File: src/design/adcis_cfg.svh
// Register offsets, field positions, reset values and masks for the input select block
`ifndef ADCIS_CFG_SVH
`define ADCIS_CFG_SVH

`define ADCIS_OFS_SAMPLE 4'h0
`define ADCIS_OFS_SCAN_LOW 4'h4
`define ADCIS_OFS_SCAN_HIGH 4'h8

`define ADCIS_RST_SAMPLE 16'h0000
`define ADCIS_RST_SCAN_LOW 16'h0000
`define ADCIS_RST_SCAN_HIGH 16'h0000

`define ADCIS_B_NEG_HI 15
`define ADCIS_B_NEG_LO 13
`define ADCIS_B_POS_HI 12
`define ADCIS_B_POS_LO 8
`define ADCIS_A_NEG_HI 7
`define ADCIS_A_NEG_LO 5
`define ADCIS_A_POS_HI 4
`define ADCIS_A_POS_LO 0

`define ADCIS_MASK_SAMPLE 16'hFFFF
`define ADCIS_MASK_SCAN_LOW 16'hFFFF
`define ADCIS_MASK_SCAN_HIGH 16'h7C03

`define ADCIS_NEG_GROUND 3'h0
`define ADCIS_POS_AN_MAX 5'h0F
`define ADCIS_POS_AN_MIN 5'h01

`endif

File: src/design/adcis_pkg.sv
// Types shared by the input select block
`default_nettype none
package adcis_pkg;

	typedef struct packed {
		logic groundSel;
		logic [2:0] analogIndex;
	} adcis_neg_t;

	typedef struct packed {
		logic validInput;
		logic [3:0] analogIndex;
	} adcis_pos_t;

	typedef struct packed {
		adcis_neg_t negB;
		adcis_pos_t posB;
		adcis_neg_t negA;
		adcis_pos_t posA;
	} adcis_mux_t;

	typedef enum logic [1:0] {
		ADCIS_IDLE = 2'b00,
		ADCIS_ACK = 2'b01
	} adcis_state_t;

endpackage : adcis_pkg
`default_nettype wire

File: src/design/adc_input_select_regs.sv
// Converter input select and scan mask registers on a Wishbone slave
// Operation
// - Sample B negative select, bits 15-13
// - Sample B positive select, bits 12-8
// - High scan word: bits 14-10, 1-0
// - Low scan bits include channel when set
// - Unimplemented scan bits always read zero
`timescale 1ns/10ps
`default_nettype none
`include "adcis_cfg.svh"
module adc_input_select_regs (
	input wire logic clk,
	input wire logic nrst,
	input wire logic wb_cyc_i,
	input wire logic wb_stb_i,
	input wire logic wb_we_i,
	input wire logic [3:0] wb_adr_i,
	input wire logic [3:0] wb_sel_i,
	input wire logic [31:0] wb_dat_i,
	output logic [31:0] wb_dat_o,
	output logic wb_ack_o,
	output logic wb_err_o,
	output adcis_pkg::adcis_mux_t muxSel,
	output logic [15:0] scanIncludeLow,
	output logic [15:0] scanIncludeHigh
);
	logic [15:0] sampleInputSelect;
	logic [15:0] scanSelectLow;
	logic [15:0] scanSelectHigh;
	adcis_pkg::adcis_state_t state;
	adcis_pkg::adcis_mux_t next_muxSel;
	adcis_pkg::adcis_neg_t negBSel;
	adcis_pkg::adcis_pos_t posBSel;
	adcis_pkg::adcis_neg_t negASel;
	adcis_pkg::adcis_pos_t posASel;
	logic request;
	logic mapped;

	function automatic logic [15:0] merge16(input logic [15:0] old, input logic [31:0] data,
		input logic [3:0] sel, input logic [15:0] mask);
		logic [15:0] merged;
		merged = old;
		if (sel[0]) begin
			merged[7:0] = data[7:0];
		end
		if (sel[1]) begin
			merged[15:8] = data[15:8];
		end
		return merged & mask;
	endfunction : merge16

	function automatic logic isMapped(input logic [3:0] adr);
		return adr == `ADCIS_OFS_SAMPLE || adr == `ADCIS_OFS_SCAN_LOW ||
			adr == `ADCIS_OFS_SCAN_HIGH;
	endfunction : isMapped

	assign request = wb_cyc_i && wb_stb_i && state == adcis_pkg::ADCIS_IDLE;
	assign mapped = isMapped(wb_adr_i);

	// One registered answer, the cycle after the request; a new request is taken in the cycle after the answer
	always_ff @(posedge clk or negedge nrst) begin
		if (!nrst) begin
			state <= adcis_pkg::ADCIS_IDLE;
		end else begin
			case (state)
				adcis_pkg::ADCIS_IDLE: begin
					if (request) begin
						state <= adcis_pkg::ADCIS_ACK;
					end
				end
				adcis_pkg::ADCIS_ACK: begin
					state <= adcis_pkg::ADCIS_IDLE;
				end
				default: begin
					state <= adcis_pkg::ADCIS_IDLE;
				end
			endcase
		end
	end

	always_ff @(posedge clk or negedge nrst) begin
		if (!nrst) begin
			wb_ack_o <= 1'b0;
			wb_err_o <= 1'b0;
		end else begin
			wb_ack_o <= request && mapped;
			wb_err_o <= request && !mapped;
		end
	end

	always_ff @(posedge clk or negedge nrst) begin
		if (!nrst) begin
			sampleInputSelect <= `ADCIS_RST_SAMPLE;
		end else if (request && wb_we_i && wb_adr_i == `ADCIS_OFS_SAMPLE) begin
			sampleInputSelect <= merge16(sampleInputSelect, wb_dat_i, wb_sel_i,
				`ADCIS_MASK_SAMPLE);
		end
	end

	always_ff @(posedge clk or negedge nrst) begin
		if (!nrst) begin
			scanSelectLow <= `ADCIS_RST_SCAN_LOW;
		end else if (request && wb_we_i && wb_adr_i == `ADCIS_OFS_SCAN_LOW) begin
			scanSelectLow <= merge16(scanSelectLow, wb_dat_i, wb_sel_i,
				`ADCIS_MASK_SCAN_LOW);
		end
	end

	always_ff @(posedge clk or negedge nrst) begin
		if (!nrst) begin
			scanSelectHigh <= `ADCIS_RST_SCAN_HIGH;
		end else if (request && wb_we_i && wb_adr_i == `ADCIS_OFS_SCAN_HIGH) begin
			scanSelectHigh <= merge16(scanSelectHigh, wb_dat_i, wb_sel_i,
				`ADCIS_MASK_SCAN_HIGH);
		end
	end

	always_ff @(posedge clk or negedge nrst) begin
		if (!nrst) begin
			wb_dat_o <= 32'h0000_0000;
		end else if (request && !wb_we_i) begin
			case (wb_adr_i)
				`ADCIS_OFS_SAMPLE: wb_dat_o <= {16'h0000, sampleInputSelect};
				`ADCIS_OFS_SCAN_LOW: wb_dat_o <= {16'h0000, scanSelectLow};
				`ADCIS_OFS_SCAN_HIGH: wb_dat_o <= {16'h0000, scanSelectHigh};
				default: wb_dat_o <= 32'h0000_0000;
			endcase
		end
	end

	adcis_neg_decode u_neg_b (
		.code(sampleInputSelect[`ADCIS_B_NEG_HI:`ADCIS_B_NEG_LO]),
		.sel(negBSel)
	);
	adcis_pos_decode u_pos_b (
		.code(sampleInputSelect[`ADCIS_B_POS_HI:`ADCIS_B_POS_LO]),
		.sel(posBSel)
	);
	adcis_neg_decode u_neg_a (
		.code(sampleInputSelect[`ADCIS_A_NEG_HI:`ADCIS_A_NEG_LO]),
		.sel(negASel)
	);
	adcis_pos_decode u_pos_a (
		.code(sampleInputSelect[`ADCIS_A_POS_HI:`ADCIS_A_POS_LO]),
		.sel(posASel)
	);

	assign next_muxSel = '{negB: negBSel, posB: posBSel, negA: negASel, posA: posASel};

	// Registered mux drive, one cycle behind the select register
	always_ff @(posedge clk or negedge nrst) begin
		if (!nrst) begin
			muxSel <= '0;
			scanIncludeLow <= 16'h0000;
			scanIncludeHigh <= 16'h0000;
		end else begin
			muxSel <= next_muxSel;
			scanIncludeLow <= scanSelectLow;
			scanIncludeHigh <= scanSelectHigh;
		end
	end

	// Decode of the registered mux drive
	a_neg_b_ground: assert property (@(posedge clk) disable iff (!nrst)
		$past(nrst) |-> muxSel.negB.groundSel == ($past(sampleInputSelect[15:13]) == 3'h0))
		else $error("sample B negative ground decode wrong");

	a_neg_b_index: assert property (@(posedge clk) disable iff (!nrst)
		sampleInputSelect[15:13] != 3'h0 |=> muxSel.negB.analogIndex ==
		3'($past(sampleInputSelect[15:13]) - 3'h1))
		else $error("sample B negative index wrong");

	a_neg_b_zero: assert property (@(posedge clk) disable iff (!nrst)
		muxSel.negB.groundSel |-> muxSel.negB.analogIndex == 3'h0)
		else $error("sample B ground with nonzero index");

	a_pos_b_map: assert property (@(posedge clk) disable iff (!nrst)
		(sampleInputSelect[12:8] >= 5'h01 && sampleInputSelect[12:8] <= 5'h0F)
		|=> muxSel.posB.validInput && muxSel.posB.analogIndex == $past(sampleInputSelect[11:8]))
		else $error("sample B positive decode wrong");

	a_pos_b_reject: assert property (@(posedge clk) disable iff (!nrst)
		(sampleInputSelect[12:8] == 5'h00 || sampleInputSelect[12:8] > 5'h0F)
		|=> !muxSel.posB.validInput && muxSel.posB.analogIndex == 4'h0)
		else $error("sample B positive reject wrong");

	a_neg_a_ground: assert property (@(posedge clk) disable iff (!nrst)
		$past(nrst) |-> muxSel.negA.groundSel == ($past(sampleInputSelect[7:5]) == 3'h0))
		else $error("sample A negative ground decode wrong");

	a_neg_a_index: assert property (@(posedge clk) disable iff (!nrst)
		sampleInputSelect[7:5] != 3'h0 |=> muxSel.negA.analogIndex ==
		3'($past(sampleInputSelect[7:5]) - 3'h1))
		else $error("sample A negative index wrong");

	a_neg_a_zero: assert property (@(posedge clk) disable iff (!nrst)
		muxSel.negA.groundSel |-> muxSel.negA.analogIndex == 3'h0)
		else $error("sample A ground with nonzero index");

	a_neg_a_same: assert property (@(posedge clk) disable iff (!nrst)
		sampleInputSelect[7:5] == sampleInputSelect[15:13] && $stable(sampleInputSelect)
		|=> muxSel.negA == muxSel.negB)
		else $error("sample A negative decode differs");

	a_pos_a_map: assert property (@(posedge clk) disable iff (!nrst)
		(sampleInputSelect[4:0] >= 5'h01 && sampleInputSelect[4:0] <= 5'h0F)
		|=> muxSel.posA.validInput && muxSel.posA.analogIndex == $past(sampleInputSelect[3:0]))
		else $error("sample A positive decode wrong");

	a_pos_a_reject: assert property (@(posedge clk) disable iff (!nrst)
		(sampleInputSelect[4:0] == 5'h00 || sampleInputSelect[4:0] > 5'h0F)
		|=> !muxSel.posA.validInput && muxSel.posA.analogIndex == 4'h0)
		else $error("sample A positive reject wrong");

	a_pos_a_same: assert property (@(posedge clk) disable iff (!nrst)
		sampleInputSelect[4:0] == sampleInputSelect[12:8] && $stable(sampleInputSelect)
		|=> muxSel.posA == muxSel.posB)
		else $error("sample A positive decode differs");

	// Register bus checks
	a_high_write: assert property (@(posedge clk) disable iff (!nrst)
		request && wb_we_i && wb_adr_i == 4'h8 && wb_sel_i[1:0] == 2'b11
		|=> scanSelectHigh == ($past(wb_dat_i[15:0]) & 16'h7C03))
		else $error("high scan word write wrong");

	a_low_write: assert property (@(posedge clk) disable iff (!nrst)
		request && wb_we_i && wb_adr_i == 4'h4 && wb_sel_i[1:0] == 2'b11
		|=> ##1 scanIncludeLow == $past(wb_dat_i[15:0], 2))
		else $error("low scan mask not driven");

	a_lane_low: assert property (@(posedge clk) disable iff (!nrst)
		request && wb_we_i && wb_adr_i == `ADCIS_OFS_SAMPLE && wb_sel_i[1:0] == 2'b10
		|=> sampleInputSelect[7:0] == $past(sampleInputSelect[7:0]))
		else $error("sample low byte changed by high lane write");

	a_lane_high: assert property (@(posedge clk) disable iff (!nrst)
		request && wb_we_i && wb_adr_i == `ADCIS_OFS_SAMPLE && wb_sel_i[1:0] == 2'b01
		|=> sampleInputSelect[15:8] == $past(sampleInputSelect[15:8]))
		else $error("sample high byte changed by low lane write");

	a_sample_read: assert property (@(posedge clk) disable iff (!nrst)
		wb_ack_o && $past(wb_adr_i) == `ADCIS_OFS_SAMPLE && !$past(wb_we_i)
		|-> wb_dat_o == {16'h0000, $past(sampleInputSelect)})
		else $error("sample select read data wrong");

	a_low_read: assert property (@(posedge clk) disable iff (!nrst)
		wb_ack_o && $past(wb_adr_i) == `ADCIS_OFS_SCAN_LOW && !$past(wb_we_i)
		|-> wb_dat_o == {16'h0000, $past(scanSelectLow)})
		else $error("low scan word read data wrong");

	a_high_read: assert property (@(posedge clk) disable iff (!nrst)
		wb_ack_o && $past(wb_adr_i) == `ADCIS_OFS_SCAN_HIGH && !$past(wb_we_i)
		|-> wb_dat_o == {16'h0000, $past(scanSelectHigh)})
		else $error("high scan word read data wrong");

	a_unimpl_zero: assert property (@(posedge clk) disable iff (!nrst)
		wb_ack_o && $past(wb_adr_i) == 4'h8 && !$past(wb_we_i) |->
		(wb_dat_o[15] == 1'b0 && wb_dat_o[9:2] == 8'h00))
		else $error("unimplemented scan bit read nonzero");

	a_high_unused: assert property (@(posedge clk) disable iff (!nrst)
		(scanSelectHigh & ~`ADCIS_MASK_SCAN_HIGH) == 16'h0000)
		else $error("unimplemented high scan bit set");

	a_out_unused: assert property (@(posedge clk) disable iff (!nrst)
		(scanIncludeHigh & ~`ADCIS_MASK_SCAN_HIGH) == 16'h0000)
		else $error("unimplemented scan channel driven");

	a_err_unmapped: assert property (@(posedge clk) disable iff (!nrst)
		request && !mapped |=> wb_err_o && !wb_ack_o)
		else $error("unmapped access not refused");

	a_ack_once: assert property (@(posedge clk) disable iff (!nrst)
		wb_ack_o |=> !wb_ack_o)
		else $error("ack held longer than one cycle");

	// Reset, follow and hold checks
	a_reset_regs: assert property (@(posedge clk) disable iff (!nrst)
		$rose(nrst) |-> sampleInputSelect == 16'h0000 && scanSelectLow == 16'h0000 &&
		scanSelectHigh == 16'h0000)
		else $error("registers not cleared by reset");

	a_reset_outs: assert property (@(posedge clk) disable iff (!nrst)
		$rose(nrst) |-> muxSel == '0 && scanIncludeLow == 16'h0000 &&
		scanIncludeHigh == 16'h0000)
		else $error("mux drive not cleared by reset");

	a_low_follow: assert property (@(posedge clk) disable iff (!nrst)
		$past(nrst) |-> scanIncludeLow == $past(scanSelectLow))
		else $error("low scan drive does not follow register");

	a_high_follow: assert property (@(posedge clk) disable iff (!nrst)
		$past(nrst) |-> scanIncludeHigh == $past(scanSelectHigh))
		else $error("high scan drive does not follow register");

	a_sample_hold: assert property (@(posedge clk) disable iff (!nrst)
		!(request && wb_we_i && wb_adr_i == `ADCIS_OFS_SAMPLE) |=> $stable(sampleInputSelect))
		else $error("sample select changed without write");

	a_low_hold: assert property (@(posedge clk) disable iff (!nrst)
		!(request && wb_we_i && wb_adr_i == `ADCIS_OFS_SCAN_LOW) |=> $stable(scanSelectLow))
		else $error("low scan word changed without write");

	a_high_hold: assert property (@(posedge clk) disable iff (!nrst)
		!(request && wb_we_i && wb_adr_i == `ADCIS_OFS_SCAN_HIGH) |=> $stable(scanSelectHigh))
		else $error("high scan word changed without write");

endmodule : adc_input_select_regs
`default_nettype wire

File: src/design/adcis_neg_decode.sv
// Negative input selector decode
`timescale 1ns/10ps
`default_nettype none
`include "adcis_cfg.svh"
module adcis_neg_decode (
	input wire logic [2:0] code,
	output adcis_pkg::adcis_neg_t sel
);
	always_comb begin
		sel.groundSel = (code == `ADCIS_NEG_GROUND);
		sel.analogIndex = (code == `ADCIS_NEG_GROUND) ? 3'h0 : 3'(code - 3'h1);
	end
endmodule : adcis_neg_decode
`default_nettype wire

File: src/design/adcis_pos_decode.sv
// Positive input selector decode
`timescale 1ns/10ps
`default_nettype none
`include "adcis_cfg.svh"
module adcis_pos_decode (
	input wire logic [4:0] code,
	output adcis_pkg::adcis_pos_t sel
);
	always_comb begin
		sel.validInput = (code >= `ADCIS_POS_AN_MIN) && (code <= `ADCIS_POS_AN_MAX);
		sel.analogIndex = sel.validInput ? code[3:0] : 4'h0;
	end
endmodule : adcis_pos_decode
`default_nettype wire

File: config.mk
export PLATFORM = sky130hd
export DESIGN_NAME = adc_input_select_regs
export DESIGN_NICKNAME = d
export VERILOG_FILES = /design/src/design/adcis_pkg.sv /design/src/design/adc_input_select_regs.sv /design/src/design/adcis_neg_decode.sv /design/src/design/adcis_pos_decode.sv
export VERILOG_INCLUDE_DIRS = /design/src /design/src/design
export SDC_FILE = /design/constraint.sdc
export NUM_CORES = 1
export LEC_CHECK = 0
export BUFFER_PORTS_ARGS = -buffer_cell sky130_fd_sc_hd__buf_2
export CAP_MARGIN = 40
export CORE_ASPECT_RATIO = 0.9
export CORE_MARGIN = 2
export CORE_UTILIZATION = 40
export DETAILED_ROUTE_END_ITERATION = 7
export PLACE_DENSITY = 0.75
export REMOVE_ABC_BUFFERS = 1
export SLEW_MARGIN = 20
export SYNTH_ARGS = -nofsm -noshare
export SYNTH_HDL_FRONTEND = slang
export SYNTH_SLANG_ARGS = --single-unit
File: constraint.sdc
create_clock -name clk -period 1.88 [get_ports clk]
set_clock_uncertainty 0.2 [all_clocks]
set_input_delay 0.094 -clock clk [delete_from_list [all_inputs] [get_ports clk]]
set_output_delay 0.094 -clock clk [all_outputs]
set_load 0.02 [all_outputs]
---- After elaboration in Yosys (flattened, before gate mapping) ----
Index checks and enable logic that the tools add are counted.
word-level totals
  register bits ........................... 116
  input bits .............................. 45
  output and inout bits ................... 84
  word-level logic and storage cells ...... 61
cells by class
  add/sub/neg operators ................... 2
  magnitude comparators ................... 4
  eq/ne operators ......................... 3
  mux-type cells .......................... 7
  reductions and logical operators ........ 25
operators with widths
  kind                                                             number
  case mux 16 bit (3 select lines)                                 1
  AND reduction 2 bit                                              6
  logical AND 1 bit                                                11
  >= comparator 5 x 1 -> 1 bit (second input constant)             2
  less-or-equal comparator 5 x 4 -> 1 bit (second input constant)  2
  two-way mux 4 bit                                                2
  zero test 3 bit                                                  2
  two-way mux 3 bit                                                2
  subtractor 3 x 1 -> 3 bit (second input constant)                2
  equality test 4 x 3 -> 1 bit (second input constant)             1
  equality test 4 bit (second input constant)                      1
  zero test 4 bit                                                  1
  two-way mux 2 bit                                                2
  zero test 1 bit                                                  2
  zero test 2 bit                                                  1
  logical OR 1 bit                                                 2
  inequality test 2 bit (second input constant)                    1

---- Depth between registers and ports, before layout ----
  depth after elaboration ................. 5
  gate-level depth with buffers ........... 6
  gate-level depth less buffers ........... 3

---- Cells and area by module ----
A second synthesis with hierarchy kept.
unflattened totals
  cell total of the unflattened synthesis .. 267
  area, all modules ....................... 3811.2 um^2
by module, submodules not included
  module                 times used  cells each  area an instance (um^2)  seq. area each (um^2)
  adc_input_select_regs  1           241         3663.5                   2477.4
  adcis_neg_decode       2           7           38.8                     0.0
  adcis_pos_decode       2           6           35.0                     0.0

---- Worst setup path after synthesis ----
OpenSTA, ideal clock, no wires.
  path kind ............................... flip-flop to flip-flop
  from .................................... register state[0]
  to ...................................... register sampleInputSelect[0]
  setup time .............................. 0.125 ns
  arrival ................................. 1.259 ns
  data required time ...................... 1.555 ns
  path slack .............................. 0.296 ns
  stages on the path, launching flop included .. 5
  path buffers ............................ 1
  clock period less this slack ............ 1.584 ns
  cells stage by stage .................... dfrtp_1 > and3b_1 > buf_2 > nand4_2 > mux2_2
between the ends
  word-level cells in the longest chain between the ends .. 5
ends and longest elaborated chain
  what                                  line                         text
  start, declared                       adc_input_select_regs.sv:30  adcis_pkg::adcis_state_t state;
  start signal, assigned                adc_input_select_regs.sv:63  state <= adcis_pkg::ADCIS_IDLE;
  start signal, assigned                adc_input_select_regs.sv:68  state <= adcis_pkg::ADCIS_ACK;
  start signal, assigned                adc_input_select_regs.sv:72  state <= adcis_pkg::ADCIS_IDLE;
  zero test 2 bit                       adc_input_select_regs.sv:57  assign request = wb_cyc_i && wb_stb_i && state == adcis_pkg::ADCIS_IDLE;
  logical AND 1 bit                     adc_input_select_regs.sv:57
  logical AND 1 bit                     adc_input_select_regs.sv:94  end else if (request && wb_we_i && wb_adr_i == `ADCIS_OFS_SAMPLE) begin
  logical AND 1 bit (no source line)    n/a
  AND reduction 2 bit (no source line)  n/a
  end signal, assigned                  adc_input_select_regs.sv:93  sampleInputSelect <= `ADCIS_RST_SAMPLE;
  end signal, assigned                  adc_input_select_regs.sv:95  sampleInputSelect <= merge16(sampleInputSelect, wb_dat_i, wb_sel_i,
  end, declared                         adc_input_select_regs.sv:27  logic [15:0] sampleInputSelect;
No other way between the ends.
A chain may end at the register's enable or synchronous reset.

---- Final worst setup path ----
  from .................................... register state[0]
  to ...................................... register sampleInputSelect[8]
The elaborated chain is that of the path after synthesis.

==> flow_summary.yaml <==
status:
  status: "finished with violations"
  violations: "negative setup slack"
timing:
  fmax_mhz: 527
  maxSlewHeadroom_pct: 66.6
  tightest_slew_ns: 0.499
  min_period_ns: 1.90
  worst_slack_ns: -0.0192
  whs_ns: 0.0190
  finalHoldViolCount: 0
  finalSetupTns_ns: -0.0689
  period_share_pct: 101
  setup_viol: 8
  drv_slew: 0
  rsz0062_at_grt: "yes"
global_routing:
  grt_pass1_vias: 2489
  overflow: 0
  grtUsageTotal_pct: 16.9
  grt_pass1_wl_um: 13000
  antenna_found_initial: 0
  grt_start_max_net_pins: 43
final_layout:
  layout.nets: 430
  num_antenna_cells: 0
  layout-drive-gt1-share_pct: 40.0
  num-fill-cells: 828
  utilization_pct: 51.8
  area_delta_synth_final_pct: 24.7
  multi_input_area_um2: 1190
  regArea_um2: 2480
clock_network:
  postCtsSetupBuffers: 0
  cts_made_buffers: 9
  clk_latency_ns: 0.35
  cts_tree: "yes"
  cts-root-buf: "clkbuf_8"
  htree_levels: 3
  clk_path_buf_depth: 2
  cts.sinks: 99
  clkSlewWorstSetupHoldPaths_ns: 0.09
floorplan:
  dieArea_um2: 10300
  rows: 33
  die_w_um: 107
  ioPinCount: 129
  chipHeight_um: 96.6
  start_util_pct: 41.5
  core_um2: 9170
worst_setup_path:
  arrival_ns: 1.93
  cp_num_cells: 3
  cp_cell_sequence: "and3b_1 -> nand4_2 -> mux2_2"
  critPathBufInv: 0
  crit_type: "reg -> reg"
  worst_r2r_path_depth: 3
  cp-end-kind: "register"
  cp_top_family: "simple AND/OR/NAND/NOR gates"
  crit_path_end: "sampleInputSelect[8]$_DFFE_PN0P_"
  cpMaxStageDelayCell: "mux2_2"
  rrSetupSlack_ns: -0.02
  regToRegEndpoint: "sampleInputSelect[8]$_DFFE_PN0P_"
  reg2reg_from: "state[0]$_DFFE_PN0P_"
  crit_fanout: 8
  crit_required_ns: 1.91
  slowest_delay_ns: 0.41
  crit_path_start: "state[0]$_DFFE_PN0P_"
  start_kind: "register"
route:
  drt_wl_total_um: 8160
  drc: 0
  dr.first_iter.drc_count: 76
  via_per_inst: 4.82
  postRouteAntennaNets: 0
  num_vias: 2470
  first_pass_iters: 4
  wl_per_cell_um: 15.9
place:
  hpwl_um: 5670
  place_ws_ns: 0.0262
  io_buffers: 85
  gp_congestion: 0.820
logic_synthesis:
  netlist_area_um2: 3810
  avgSynthCellArea_um2: 14.2
  synthCells: 268
  yosys_register_bits: 99
  synth.yosys.seq_area_share_pct: 65.1
  synth_largest_area_cell: "dfrtp_1"
  synth_top_area_share_pct: 65.1
  ys_top_cells_by_area: "dfrtp_1, mux2_2, buf_4, mux2i_1, nand2_1"
  yosys_warnings: 0
  synth_cell_type_count: 27
flow_run:
  maxCapViolations: 0
pwr:
  pwr-share-clk_pct: 30.0
  peakVddDrop_v: 0.000376
  p_switching_uw: 1110
  seq_power_share_pct: 56.8
  intPower_uw: 3040
  power_density_nw_per_um2: 874
  switching_share_pct: 26.7
  power_leakage_uw: 0.00256
  p_comb_share_pct: 13.3
hold_path:
  hp-class: "in -> reg"
worst min-delay path, delay by kind of cell:
kind          cells  cell delay [ns]
buf+inv           1             0.16
mux               1             0.16
simple gates      1             0.13
worst min-delay path by stage:
stage	endpoint	slack (ns)	startpoint	depth (start not counted)
2_1_floorplan	muxSel[0]$_DFF_PN0_	-0.40	nrst	0
3_5_place_dp	muxSel[10]$_DFF_PN0_	-0.17	nrst	1
4_1_cts	scanSelectHigh[1]$_DFFE_PN0P_	0.004	wb_we_i	3
5_1_grt	scanSelectHigh[1]$_DFFE_PN0P_	0.03	wb_we_i	3
3_3_place_gp	muxSel[12]$_DFF_PN0_	-0.18	nrst	1
6_report	scanSelectHigh[1]$_DFFE_PN0P_	0.02	wb_we_i	3
power groups by stage:
| stage | clock [uW] | sequential, uW | combinational (uW) |
|---|---|---|---|
| after floorplan | 0 | 2480 | 175 |
| after global placement | 0 | 2390 | 501 |
| after detailed placement | 0 | 2400 | 515 |
| after CTS | 1290 | 2350 | 553 |
| after global routing | 1390 | 2370 | 601 |
| final | 1240 | 2350 | 550 |
layer usage:
metal | global-route usage (%) | vias to the layer above | wire length (um)
met2 | 27.1 | 85 | 3840
met1 | 23.3 | 1248 | 3760
met5 | 0 | - | 0
met3 | 3.62 | 8 | 476
met4 | 5.52 | 0 | 83
li1 | - | 1129 | -
cells in the mapped netlist (all sizes together):
master / count
nor2: 6
clkbuf: 4
nor3: 3
nor4: 3
mux2i: 9
and3b: 1
o31ai: 9
or3: 1
nand2: 22
a222oi: 5
a211oi: 1
nor4b: 2
nand3b: 1
o21ai: 7
nand4: 6
a22oi: 2
nand4bb: 1
nor2b: 13
and2: 1
dfrtp: 99
conb: 1
mux2: 41
buf: 30
flip-flops by register name (all words and copies together) (netlist names):
signal,cells
wb_dat_o,16
state,1
muxSel,18
wb_err_o,1
scanIncludeHigh,7
scanIncludeLow,16
sampleInputSelect,16
wb_ack_o,1
scanSelectHigh,7
scanSelectLow,16
cells in the final DEF, fill, tap and decap left out, types with 2 or more instances in the layout:
cell type / instances
nor2_1: 6
mux2i_1: 9
nor3_1: 3
nand2_1: 22
clkbuf_8: 11
o31ai_1: 9
dfrtp_1: 99
mux2_2: 41
a222oi_1: 5
a22oi_1: 2
nor4_1: 2
clkbuf_1: 2
nor2b_1: 13
buf_2: 84
buf_4: 7
nand4_2: 4
conb_1: 25
dlygate4sd3_1: 22
nand4_1: 2
buf_12: 2
o21ai_0: 7
layout make-up:
class	count	area share, %
Sequential cell	99	52.2
Multi-Input combinational cell	159	25.1
Timing Repair Buffer	116	15.7
Clock buffer	13	3.35
Tap cell	122	3.22
Clock inverter	3	0.448
kinds of logic after synthesis:
family	synth area share [%]
muxes	14.5
buffers and inverters	5.98
AOI/OAI and AO/OA	4.60
and+or+nand+nor	9.76
other	0.0985
DFF	65.1
stage by stage:
step / std cells / instance area (um^2) / total power [uW]
6_report: 512 / 4750 / 4150
5_1_grt: 512 / 4750 / 4360
4_1_cts: 511 / 4740 / 4200
3_5_place_dp: 473 / 4340 / 2910
3_3_place_gp: 473 / 4340 / 2890
2_1_floorplan: 258 / 3670 / 2660
repair_timing:
item | in CTS | in global routing
setup endpoints to repair | 0 | 32
endpoints found under the hold margin | 139 | 0
gates resized for setup | 0 | 0
hold buffers | 22 | 0
(Power assumes the default switching activity.)
